--- config.mk ---
export PLATFORM = sky130hd
export DESIGN_NAME = epc_ctrl
export DESIGN_NICKNAME = d
export VERILOG_FILES = /design/src/hdl/epc_pkg.sv /design/src/hdl/epc_sync.sv /design/src/hdl/epc_timer.sv /design/src/hdl/epc_ctrl.sv
export SDC_FILE = /design/constraint.sdc
export NUM_CORES = 1
export LEC_CHECK = 0
export BUFFER_PORTS_ARGS = -buffer_cell sky130_fd_sc_hd__buf_2
export CAP_MARGIN = 20
export CORE_ASPECT_RATIO = 0.7
export CORE_MARGIN = 2
export CORE_UTILIZATION = 55
export CTS_CLUSTER_DIAMETER = 200
export CTS_CLUSTER_SIZE = 40
export DETAILED_ROUTE_END_ITERATION = 10
export PLACE_DENSITY = 0.79
export SYNTH_ARGS = -nofsm -noshare
export SYNTH_HDL_FRONTEND = slang
export SYNTH_SLANG_ARGS = --single-unit
--- constraint.sdc ---
create_clock -name ref_clk -period 7.2 [get_ports ref_clk]
set_input_delay 0.36 -clock ref_clk [delete_from_list [all_inputs] [get_ports ref_clk]]
set_output_delay 0.36 -clock ref_clk [all_outputs]
set_load 0.02 [all_outputs]
--- src/hdl/epc_pkg.sv ---
// package for the eprom programming controller
package epc_pkg;
    // register byte offsets on the wishbone side
    localparam logic [3:0] REG_CTRL   = 4'h0;
    localparam logic [3:0] REG_ADDR   = 4'h4;
    localparam logic [3:0] REG_DATA   = 4'h8;
    localparam logic [3:0] REG_STATUS = 4'hc;
    // control field positions
    localparam int CTRL_GO_BIT    = 0;
    localparam int CTRL_OP_LSB    = 1;
    localparam int CTRL_OP_W      = 2;
    // status field positions
    localparam int ST_BUSY_BIT    = 0;
    localparam int ST_DONE_BIT    = 1;
    localparam int ST_FAIL_BIT    = 2;
    localparam int ST_PCNT_LSB    = 8;
    localparam int ST_RDATA_LSB   = 16;
    // memory geometry
    localparam int ADDR_W         = 13;
    localparam int DATA_W         = 8;
    localparam int ID_CODE_BIT    = 0;
    localparam logic [7:0] ERASED_WORD = 8'hff;
    // timing
    localparam int CLK_HZ         = 25_000_000;
    localparam int PULSE_US       = 500;
    localparam int PULSE_CYC      = PULSE_US * (CLK_HZ / 1_000_000);
    localparam int MAX_PULSES     = 20;
    localparam int TOTAL_MS       = 10;
    localparam int ACCESS_NS      = 300;
    localparam int ACCESS_CYC     = (ACCESS_NS * (CLK_HZ / 1_000_000) + 999) / 1000;
    localparam int SUPPLY_US      = 2;
    localparam int SUPPLY_CYC     = SUPPLY_US * (CLK_HZ / 1_000_000);
    localparam int SETUP_CYC      = 2;
    localparam int TMR_W          = 16;
    // operations
    typedef enum logic [1:0] {OP_READ, OP_PROGRAM, OP_ID_MAKER, OP_ID_TYPE} epc_op_t;
    // pin bundle toward the memory
    typedef struct packed {
        logic              selectN;
        logic              gateN;
        logic              program_strobe_n;
        logic              vppHigh;
        logic              vccHigh;
        logic              id_access_address_pin;
        logic [ADDR_W-1:0] addr;
    } epc_pins_t;
    typedef struct packed {
        logic              busy;
        logic              done;
        logic              fail;
        logic [4:0]        pulses;
        logic [DATA_W-1:0] rdata;
    } epc_stat_t;
endpackage

--- src/hdl/epc_sync.sv ---
// three stage synchroniser for the data pins
`timescale 1ns/1ps
`default_nettype none
module epc_sync
    import epc_pkg::*;
(
    // clock and reset
    input  wire logic              ref_clk,
    input  wire logic              rst,
    // pins
    input  wire logic [DATA_W-1:0] din,
    output logic      [DATA_W-1:0] dout
);
    logic [DATA_W-1:0] s1;
    logic [DATA_W-1:0] s2;
    logic [DATA_W-1:0] s3;

    always_ff @(posedge ref_clk or posedge rst)
    begin
        if (rst)
        begin
            s1   <= '0;
            s2   <= '0;
            s3   <= '0;
            dout <= '0;
        end
        else
        begin
            s1 <= din;
            s2 <= s1;
            s3 <= s2;
            if (s2 == s3)
                dout <= s3;
        end
    end
endmodule
`default_nettype wire

--- src/hdl/epc_timer.sv ---
// down counter for pin timing
`timescale 1ns/1ps
`default_nettype none
module epc_timer
    import epc_pkg::*;
(
    // clock and reset
    input  wire logic             ref_clk,
    input  wire logic             rst,
    // control
    input  wire logic             load,
    input  wire logic [TMR_W-1:0] count,
    output logic                  expired
);
    logic [TMR_W-1:0] remain;

    always_ff @(posedge ref_clk or posedge rst)
    begin
        if (rst)
            remain <= '0;
        else if (load)
            remain <= count;
        else if (remain != '0)
            remain <= remain - 1'b1;
    end

    assign expired = (remain == '0) && !load;
endmodule
`default_nettype wire

--- src/hdl/epc_ctrl.sv ---
// eprom read, identification and pulse-and-verify programming controller
//
// Notes on behaviour
// - read only with select and gate low; program strobe stays high.
// - after a supply sag, change the address before trusting data.
// - high supplies in program, verify, inhibit; normal otherwise.
// - controller drives the eight data bits during programming.
// - select stays low whole time programming supply is raised.
// - each strobe pulse only after address and data settle.
// - repeat 0.5 ms pulses until verify, at most 20 or 10 ms.
// - never a static strobe low; discrete pulses only.
// - verify follows each pulse; supply returns to normal afterwards.
// - id pin raised, others low, code select picks the byte.
// - select decoded per device, gate shared from read strobe.
//
// Decided for this implementation: register access over Wishbone and the register offsets.
`timescale 1ns/1ps
`default_nettype none
module epc_ctrl
    import epc_pkg::*;
(
    // clock and reset
    input  wire logic              ref_clk,
    input  wire logic              rst,
    // wishbone slave
    input  wire logic              wb_cyc_i,
    input  wire logic              wb_stb_i,
    input  wire logic              wb_we_i,
    input  wire logic [3:0]        wb_adr_i,
    input  wire logic [3:0]        wb_sel_i,
    input  wire logic [31:0]       wb_dat_i,
    output logic      [31:0]       wb_dat_o,
    output logic                   wb_ack_o,
    // memory pins
    output epc_pins_t              pins,
    input  wire logic [DATA_W-1:0] data_in,
    output logic      [DATA_W-1:0] data_out,
    output logic                   data_oe
);
    typedef enum {
        S_IDLE, S_SUPPLY_UP, S_SETUP, S_PULSE, S_RECOVER, S_VERIFY, S_SUPPLY_DOWN,
        S_READ, S_FINISH
    } epc_state_t;

    epc_state_t        state;
    epc_op_t           op;
    logic [ADDR_W-1:0] addrReg;
    logic [DATA_W-1:0] wordReg;
    epc_stat_t         stat;
    logic              goPulse;
    logic              tmrLoad;
    logic [TMR_W-1:0]  tmrCount;
    logic              tmrDone;
    logic [DATA_W-1:0] dataSync;
    logic              wbHit;
    logic              next_strobeN;

    function automatic logic [TMR_W-1:0] cyc(input int n);
        cyc = TMR_W'(n);
    endfunction

    function automatic logic isIdOp(input epc_op_t o);
        isIdOp = (o == OP_ID_MAKER) || (o == OP_ID_TYPE);
    endfunction

    function automatic logic pulseLimit(input logic [4:0] n);
        pulseLimit = (32'(n) >= MAX_PULSES);
    endfunction

    epc_sync u_sync
    (
        .ref_clk (ref_clk),
        .rst     (rst),
        .din     (data_in),
        .dout    (dataSync)
    );

    epc_timer u_timer
    (
        .ref_clk (ref_clk),
        .rst     (rst),
        .load    (tmrLoad),
        .count   (tmrCount),
        .expired (tmrDone)
    );

    // ========================================================
    // wishbone register access
    assign wbHit = wb_cyc_i && wb_stb_i && !wb_ack_o;

    always_ff @(posedge ref_clk or posedge rst)
    begin
        if (rst)
        begin
            wb_ack_o <= 1'b0;
            wb_dat_o <= '0;
        end
        else
        begin
            wb_ack_o <= wbHit;
            if (wbHit && !wb_we_i)
            begin
                case (wb_adr_i)
                    REG_CTRL:   wb_dat_o <= {29'h0, op, 1'b0};
                    REG_ADDR:   wb_dat_o <= {19'h0, addrReg};
                    REG_DATA:   wb_dat_o <= {24'h0, wordReg};
                    REG_STATUS: wb_dat_o <= {8'h0, stat.rdata, 3'h0, stat.pulses,
                                             5'h0, stat.fail, stat.done, stat.busy};
                    default:    wb_dat_o <= '0;
                endcase
            end
        end
    end

    // writes are refused while busy so the pins never change mid operation
    always_ff @(posedge ref_clk or posedge rst)
    begin
        if (rst)
        begin
            op      <= OP_READ;
            addrReg <= '0;
            wordReg <= ERASED_WORD;
            goPulse <= 1'b0;
        end
        else
        begin
            goPulse <= 1'b0;
            if (wbHit && wb_we_i && !stat.busy && wb_sel_i[0])
            begin
                case (wb_adr_i)
                    REG_CTRL:
                    begin
                        op      <= epc_op_t'(wb_dat_i[CTRL_OP_LSB +: CTRL_OP_W]);
                        goPulse <= wb_dat_i[CTRL_GO_BIT];
                    end
                    REG_ADDR:
                    begin
                        addrReg[7:0] <= wb_dat_i[7:0];
                        if (wb_sel_i[1])
                            addrReg[ADDR_W-1:8] <= wb_dat_i[ADDR_W-1:8];
                    end
                    REG_DATA: wordReg <= wb_dat_i[DATA_W-1:0];
                    default:  ;
                endcase
            end
        end
    end

    // ========================================================
    // sequencer
    always_ff @(posedge ref_clk or posedge rst)
    begin
        if (rst)
        begin
            state    <= S_IDLE;
            tmrLoad  <= 1'b0;
            tmrCount <= '0;
            stat     <= '0;
        end
        else
        begin
            tmrLoad <= 1'b0;
            case (state)
                S_IDLE:
                begin
                    if (goPulse)
                    begin
                        stat.busy   <= 1'b1;
                        stat.done   <= 1'b0;
                        stat.fail   <= 1'b0;
                        stat.pulses <= '0;
                        tmrLoad     <= 1'b1;
                        if (op == OP_PROGRAM)
                        begin
                            tmrCount <= cyc(SUPPLY_CYC);
                            state    <= S_SUPPLY_UP;
                        end
                        else
                        begin
                            tmrCount <= cyc(ACCESS_CYC + 3);
                            state    <= S_READ;
                        end
                    end
                end
                S_SUPPLY_UP:
                    if (tmrDone)
                    begin
                        tmrLoad  <= 1'b1;
                        tmrCount <= cyc(SETUP_CYC);
                        state    <= S_SETUP;
                    end
                S_SETUP:
                    if (tmrDone)
                    begin
                        tmrLoad     <= 1'b1;
                        // the timer load cycle also holds the strobe low, so one count less
                        tmrCount    <= cyc(PULSE_CYC - 1);
                        stat.pulses <= stat.pulses + 1'b1;
                        state       <= S_PULSE;
                    end
                S_PULSE:
                    if (tmrDone)
                    begin
                        tmrLoad  <= 1'b1;
                        tmrCount <= cyc(SETUP_CYC);
                        state    <= S_RECOVER;
                    end
                S_RECOVER:
                    if (tmrDone)
                    begin
                        tmrLoad  <= 1'b1;
                        // three extra cycles cover the data pin synchroniser
                        tmrCount <= cyc(ACCESS_CYC + 3);
                        state    <= S_VERIFY;
                    end
                S_VERIFY:
                    if (tmrDone)
                    begin
                        stat.rdata <= dataSync;
                        // a match or the pulse limit ends the location, else pulse again
                        if (dataSync == wordReg)
                        begin
                            tmrLoad  <= 1'b1;
                            tmrCount <= cyc(SUPPLY_CYC);
                            state    <= S_SUPPLY_DOWN;
                        end
                        else if (pulseLimit(stat.pulses))
                        begin
                            stat.fail <= 1'b1;
                            tmrLoad   <= 1'b1;
                            tmrCount  <= cyc(SUPPLY_CYC);
                            state     <= S_SUPPLY_DOWN;
                        end
                        else
                        begin
                            tmrLoad  <= 1'b1;
                            tmrCount <= cyc(SETUP_CYC);
                            state    <= S_SETUP;
                        end
                    end
                S_SUPPLY_DOWN:
                    if (tmrDone)
                        state <= S_FINISH;
                S_READ:
                    if (tmrDone)
                    begin
                        stat.rdata <= dataSync;
                        state      <= S_FINISH;
                    end
                S_FINISH:
                begin
                    stat.busy <= 1'b0;
                    stat.done <= 1'b1;
                    state     <= S_IDLE;
                end
                default: state <= S_IDLE;
            endcase
        end
    end

    // ========================================================
    // strobe is low only for the counted part of the pulse state
    always_comb
    begin
        next_strobeN = !(state == S_PULSE && !tmrDone);
    end

    // ========================================================
    // pin drive, all registered
    always_ff @(posedge ref_clk or posedge rst)
    begin
        if (rst)
        begin
            pins.selectN               <= 1'b1;
            pins.gateN                 <= 1'b1;
            pins.program_strobe_n      <= 1'b1;
            pins.vppHigh               <= 1'b0;
            pins.vccHigh               <= 1'b0;
            pins.id_access_address_pin <= 1'b0;
            pins.addr                  <= '0;
            data_out                   <= ERASED_WORD;
            data_oe                    <= 1'b0;
        end
        else
        begin
            pins.program_strobe_n <= next_strobeN;
            case (state)
                S_READ:
                begin
                    pins.selectN <= 1'b0;
                    pins.gateN   <= 1'b0;
                    pins.id_access_address_pin <= isIdOp(op);
                    if (isIdOp(op))
                    begin
                        pins.addr              <= '0;
                        pins.addr[ID_CODE_BIT] <= (op == OP_ID_TYPE);
                    end
                    else
                        pins.addr <= addrReg;
                    data_oe <= 1'b0;
                end
                S_SUPPLY_UP, S_SETUP, S_PULSE, S_RECOVER:
                begin
                    pins.selectN <= 1'b0;
                    pins.gateN   <= 1'b1;
                    pins.id_access_address_pin <= 1'b0;
                    pins.vppHigh <= 1'b1;
                    pins.vccHigh <= 1'b1;
                    pins.addr    <= addrReg;
                    data_out     <= wordReg;
                    data_oe      <= (state != S_SUPPLY_UP);
                end
                S_VERIFY:
                begin
                    pins.selectN <= 1'b0;
                    pins.gateN   <= 1'b0;
                    pins.addr    <= addrReg;
                    data_oe      <= 1'b0;
                end
                S_SUPPLY_DOWN:
                begin
                    pins.selectN <= 1'b0;
                    pins.gateN   <= 1'b1;
                    pins.vppHigh <= 1'b0;
                    pins.vccHigh <= 1'b0;
                    data_oe      <= 1'b0;
                end
                default:
                begin
                    pins.selectN               <= 1'b1;
                    pins.gateN                 <= 1'b1;
                    pins.id_access_address_pin <= 1'b0;
                    data_oe                    <= 1'b0;
                end
            endcase
        end
    end
endmodule
`default_nettype wire

# Word-level counts from Yosys, hierarchy flattened
# Index checks and enable logic that the tools add are counted.
dict set report totals {
  ff_bits 198
  input_bits 53
  out_inout_bits 61
  word_cells 145
}
dict set report op_classes {
  n_addsub 2
  order_cmp 1
  n_eq_ne 28
  mux 42
  n_reduce_logical 43
}
# cell n
set op_table {}
lappend op_table {{$mux 32} 7}
lappend op_table {{$pmux 32 s7} 1}
lappend op_table {{$eq 32x3->1 const B} 5}
lappend op_table {{$mux 16} 8}
lappend op_table {{$pmux 24 s4} 1}
lappend op_table {{$pmux 16 s5} 1}
lappend op_table {{$eq 32x2->1 const B} 2}
lappend op_table {{$eq 32x1->1 const B} 1}
lappend op_table {{$eq 32x4->1 const B} 1}
lappend op_table {{$logic_not 32->1} 1}
lappend op_table {{$ne 32x2->1 const B} 1}
lappend op_table {{$pmux 13 s2} 1}
lappend op_table {{$eq 8x8->1} 2}
lappend op_table {{$logic_not 16->1} 1}
lappend op_table {{$ne 2x2->1 const B} 8}
lappend op_table {{$reduce_bool 16->1} 1}
lappend op_table {{$sub 16x1->16 const B} 1}
lappend op_table {{$mux 13} 1}
lappend op_table {{$mux 6} 2}
lappend op_table {{$pmux 2 s2} 3}
lappend op_table {{$reduce_bool 2->1} 6}
lappend op_table {{$pmux 5 s2} 1}
lappend op_table {{$reduce_and 2->1} 5}
lappend op_table {{$reduce_or 5->1} 2}
lappend op_table {{23 further kinds} 53}

# Logic depth before layout (Yosys ltp)
dict set report logic_depth {
  word_depth 6
  ltp_mapped 8
  depth_no_buf 7
}

# Hierarchy
# From an unflattened synthesis, not the netlist that was laid out.
dict set report unflattened {
  hier_cells 521
  hier_area_um2 6421.2
}
# module instances cells_per_inst area_each_um2 seq_area_each_um2
set by_module_without_submodules {}
lappend by_module_without_submodules {epc_ctrl 1 367 4463.0 2526.2}
lappend by_module_without_submodules {epc_sync 1 52 980.9 800.8}
lappend by_module_without_submodules {epc_timer 1 102 977.2 400.4}

# Least setup slack after synthesis
# Ideal clock, no wire load.
dict set report synth_timing {
  kind {reg-to-reg}
  startpoint {register u_timer.remain[0]}
  endpoint {register stat[0] (netlist name)}
  setup_time_ns 0.125
  arrival_ns 1.875
  t_required_ns 7.075
  path_slack_ns 5.200
  path_stages_with_launch 9
  n_path_buf 1
  synth_period_minus_slack_ns 2.000
  cell_sequence {dfrtp_1 inv_1 ha_1 nor2b_1 nand3_2 or2_1 buf_6 nor2_8 mux2_2}
}
dict set report synth_between {
  elab_chain_cells 3
}
# element line_no
set synth_rtl {}
lappend synth_rtl {{from (decl)} epc_timer.sv:15} ;# logic [TMR_W-1:0] remain;
lappend synth_rtl {{from (signal assigned)} epc_timer.sv:22} ;# remain <= count;
lappend synth_rtl {{from (signal assigned)} epc_timer.sv:24} ;# remain <= remain - 1'b1;
lappend synth_rtl {{$logic_not 16->1} epc_timer.sv:27} ;# assign expired = (remain == '0) && !load;
lappend synth_rtl {{$logic_and 1x1->1} epc_timer.sv:27}
lappend synth_rtl {{$reduce_and 2->1 (no line)} n/a}
lappend synth_rtl {{to (decl)} epc_ctrl.sv:49} ;# epc_stat_t stat;
# No other way between the ends.
# A chain may end at the register's enable or synchronous reset.

# Worst setup path after layout
dict set report layout_timing {
  startpoint {register state[1]}
  endpoint {register pins[0] (netlist name)}
}
dict set report layout_between {
  elab_chain_cells 3
  elab_cells_between_ends 9
  cone_classes {eq/ne (6); mux (1); reduce/logical (2)}
}
# element line_no
set layout_rtl {}
lappend layout_rtl {{from (decl)} epc_ctrl.sv:45} ;# epc_state_t state;
lappend layout_rtl {{from (signal assigned)} epc_ctrl.sv:155} ;# state <= S_IDLE;
lappend layout_rtl {{from (signal assigned)} epc_ctrl.sv:176} ;# state <= S_SUPPLY_UP;
lappend layout_rtl {{from (signal assigned)} epc_ctrl.sv:181} ;# state <= S_READ;
lappend layout_rtl {{$eq 32x3->1, or another cell as far along} epc_ctrl.sv:287} ;# case (state)
lappend layout_rtl {{$reduce_or 5->1 (no line)} n/a}
lappend layout_rtl {{$pmux 13 s2 or $reduce_bool 2->1 (tied branches)} n/a}
lappend layout_rtl {{to (decl)} epc_ctrl.sv:35} ;# output epc_pins_t pins,
# Parallel ways exist; a longest one is shown, timed or not.

==> reports/qor.csv <==
stage,metric,value,unit
outcome,outcome,completed,
timing,final_min_period_over_clock_period,0.377,
route,firstDrtPassIters,5,
min_path,hold_path_class,primary input to asynchronous set/reset pin,
cells_and_area,post-route-util,0.665,
route,viasPerCell,5.82,
global_route,globalRoute.totalOverflow,0,
clock_network,tritoncts.num_buffers,17,
route,drcViolationCount,0,
setup_path,timing.critical_path.required,7.50,ns
route,vias,4529,
place,post-dp-hpwl,9.82,mm
setup_path,reg2reg_depth,5,
clock_network,cts-resized-gates,0,
clock_network,cts_tree,yes,
floorplan,design.die.area,0.0125,mm2
global_route,antenna_found_initial,1,
global_route,grt_pass1_vias,4475,
route,post_drt_wl_per_cell,18.5,um
synthesis,dominant_synthesized_flop_cell,sky130_fd_sc_hd__dfrtp_1,
synthesis,synth_sequential_area_ratio,0.582,
place,place.port_buffers,81,
setup_path,timing.critical_path.arrival,3.02,ns
floorplan,design.core.area,0.0112,mm2
timing,timing.fmax,369,MHz
timing,post-route-min-period,2.71,ns
global_route,track_usage,0.245,
setup_path,end_kind,flop,
setup_path,cpMaxStageDelayCell,sky130_fd_sc_hd__nor2_1,
global_route,first_pass_grt_wire_length,23.2,mm
setup_path,slowest_cell_delay_on_critical_path,0.86,ns
route,drt.antenna.violating_nets,0,
place,routability_cong,0.874,
floorplan,rows,32,
clock_network,clock-sinks,148,
clock_network,path_clk_slew,0.06,ns
cells_and_area,layout-drive-gt1-share,0.319,
global_route,grt_max_degree,85,
synthesis,synth.ff_latch_count,148,
synthesis,syn_area,0.00640,mm2
cells_and_area,layout_commonest_cell,sky130_fd_sc_hd__dfrtp_1,
timing,slew_headroom,0.266,
cells_and_area,mostFrequentLayoutCells,"sky130_fd_sc_hd__dfrtp_1, sky130_fd_sc_hd__buf_2, sky130_fd_sc_hd__nand2_1, sky130_fd_sc_hd__mux2_2, sky130_fd_sc_hd__nor2_1",
setup_path,cpMostUsedCell,sky130_fd_sc_hd__nor2_1,
route,detail_route.wirelength,14.4,mm
timing,finalSetupViolations,0,
pwr,p_per_area,339,mW/mm2
setup_path,critical_path_peak_fanout,18,
timing,timing.clock.skew,0.0123,ns
cells_and_area,area.sequential,0.00373,mm2
clock_network,cts-htree-levels,4,
flow_run,maxCapViolations,0,
cells_and_area,fillers,794,
clock_network,deepest_clock_path_buffer_count,2,
timing,total_neg_setup_slack,0,ns
synthesis,post_synth_num_cell_types,56,
pwr,power.static_leakage,3.53,nW
floorplan,ioPinCount,114,
timing,final_hold_viol_count,0,
cells_and_area,finish.net_count,666,
clock_network,clockRootBuffer,sky130_fd_sc_hd__clkbuf_16,
floorplan,die_width,133,um
clock_network,clock_latency,0.42,ns
pwr,ir_drop,0.000210,V
clock_network,count_of_hold_buffers_inserted_by_post_cts_repair,0,
floorplan,start_util,0.573,
clock_network,cts_setup_buffers,0,
setup_path,worstSetupPathType,flop to flop,
route,detailedRoute.firstIterationViolations,381,
timing,setup_repair_after_global_routing_missed_its_margin,no,
floorplan,die_y,94.3,um
cells_and_area,area_growth,16.0,%
synthesis,yosys_warnings,0,
setup_path,worst_setup_path_start_kind,flop,
setup_path,cp_cell_sequence,nor2_1 -> nor2b_1 -> nor3_4 -> nor2_1 -> mux2_2,
synthesis,synth_enable_flop_cells,0,
timing,slew_violations,0,
synthesis,synth.avg_cell_area,12.1,um2
cells_and_area,multi_input_area,0.00247,mm2
timing,worst_slew_pin_tran,1.10,ns
synthesis,share_of_synthesized_registers_carrying_an_async_set_or_reset,1.00,
synthesis,postSynthCellCount,531,
cells by family after synthesis:
family,share of synthesized area
buffers and inverters,0.0383
muxes,0.0969
xor gates and xnor gates,0.0383
adders and majority gates,0.00586
AOI/OAI and AO/OA,0.107
other,0.000586
and+or+nand+nor,0.131
DFF,0.582
layer usage:
layer,track usage,part of all wire
met1,0.342,0.46
met2,0.371,0.45
met3,0.0609,0.069
met4,0.0959,0.018
met5,0,0
final cells by class:
cell class / count / share of cell area
multi-input combinational: 348 / 0.332
antenna: 2 / 0.000674
clock inverter: 15 / 0.0163
inverter: 12 / 0.00674
tap: 153 / 0.0258
sequential: 148 / 0.502
timing repair buffer: 83 / 0.0593
clock buffer: 17 / 0.0573
critical path, delay by kind of cell, from the launching register on:
family           cells  cell delay [ns]
DFF                  1             0.72
muxes                1             0.42
and+or+nand+nor      4             1.46
cells in the mapped netlist (2+ instances only):
| cell | count | share of area |
|---|---|---|
| sky130_fd_sc_hd__dfrtp_1 | 129 | 0.50 |
| sky130_fd_sc_hd__nand2_1 | 59 | 0.035 |
| sky130_fd_sc_hd__mux2_2 | 44 | 0.077 |
| sky130_fd_sc_hd__nor2_1 | 30 | 0.018 |
| sky130_fd_sc_hd__a22o_1 | 25 | 0.034 |
| sky130_fd_sc_hd__xnor2_1 | 23 | 0.031 |
| sky130_fd_sc_hd__a21oi_1 | 21 | 0.016 |
| sky130_fd_sc_hd__dfstp_2 | 19 | 0.078 |
| sky130_fd_sc_hd__buf_4 | 14 | 0.016 |
| sky130_fd_sc_hd__o21ai_0 | 14 | 0.011 |
| sky130_fd_sc_hd__o31ai_1 | 13 | 0.015 |
| sky130_fd_sc_hd__inv_1 | 12 | 0.0070 |
| sky130_fd_sc_hd__nor3_1 | 11 | 0.0086 |
| sky130_fd_sc_hd__clkbuf_1 | 10 | 0.0059 |
| sky130_fd_sc_hd__mux2i_1 | 8 | 0.013 |
| sky130_fd_sc_hd__nand4_1 | 8 | 0.0078 |
| sky130_fd_sc_hd__buf_2 | 7 | 0.0055 |
| sky130_fd_sc_hd__nor2b_1 | 7 | 0.0068 |
| sky130_fd_sc_hd__a22oi_1 | 5 | 0.0059 |
| sky130_fd_sc_hd__nand2b_1 | 5 | 0.0049 |
| sky130_fd_sc_hd__xor2_1 | 5 | 0.0068 |
| sky130_fd_sc_hd__nand3_1 | 4 | 0.0031 |
| sky130_fd_sc_hd__nand3b_1 | 4 | 0.0047 |
| sky130_fd_sc_hd__or2_2 | 4 | 0.0039 |
| sky130_fd_sc_hd__and2_1 | 3 | 0.0029 |
| sky130_fd_sc_hd__ha_1 | 3 | 0.0059 |
| sky130_fd_sc_hd__nor3_4 | 3 | 0.0076 |
| sky130_fd_sc_hd__o211ai_1 | 3 | 0.0035 |
| sky130_fd_sc_hd__a31o_2 | 2 | 0.0027 |
| sky130_fd_sc_hd__and3_1 | 2 | 0.0020 |
| sky130_fd_sc_hd__buf_6 | 2 | 0.0035 |
| sky130_fd_sc_hd__mux4_2 | 2 | 0.0070 |
| sky130_fd_sc_hd__nor3_2 | 2 | 0.0031 |
| sky130_fd_sc_hd__nor3b_1 | 2 | 0.0023 |
| sky130_fd_sc_hd__nor4_1 | 2 | 0.0020 |
| sky130_fd_sc_hd__nor4_4 | 2 | 0.0066 |
| sky130_fd_sc_hd__o22a_1 | 2 | 0.0027 |
| sky130_fd_sc_hd__o22ai_1 | 2 | 0.0020 |
per-stage QoR:
stage                     cell area, um2  hold slack (ns)  cells  setup slack (ns)  total power, W
final                               7430           0.0149    778              4.49         0.00252
after global routing                7430           0.0243    777              4.37         0.00264
after CTS                           7400           0.0269    775              4.53         0.00253
after detailed placement            6850            0.336    743              4.57         0.00170
after global placement              6850            0.333    743              4.62         0.00168
after floorplan                     6440            0.331    541              2.89         0.00155
state kept, by name, indices dropped and copies added, names as in the netlist, 2 cells and up:
name	flops
wb_dat_o	21
pins	18
stat	16
u_timer.remain	16
addrReg	13
data_out	8
u_sync.dout	8
u_sync.s1	8
u_sync.s2	8
u_sync.s3	8
wordReg	8
tmrCount	6
state	4
op	2
power by group:
group | total, W | internal (W) | switching [W]
logic | 0.000587 | 0.000227 | 0.000360
registers | 0.00111 | 0.000972 | 0.000142
clock network | 0.000821 | 0.000448 | 0.000372
total | 0.00252 | 0.00165 | 0.000875
path summary, 6_finish.rpt:
check	from	endpoint	slack, ns
max	state[1]	pins[0]	4.49
min	rst	pins[15]	0.01
max reg2reg	state[1]	pins[0]	4.49
min reg2reg	u_sync.s1[2]	u_sync.s2[2]	0.35
max in group asynchronous	rst	wordReg[3]	6.14
min in group ref_clk	data_in[3]	u_sync.s1[3]	0.04
Note: power is estimated with default switching activity, not from simulation.
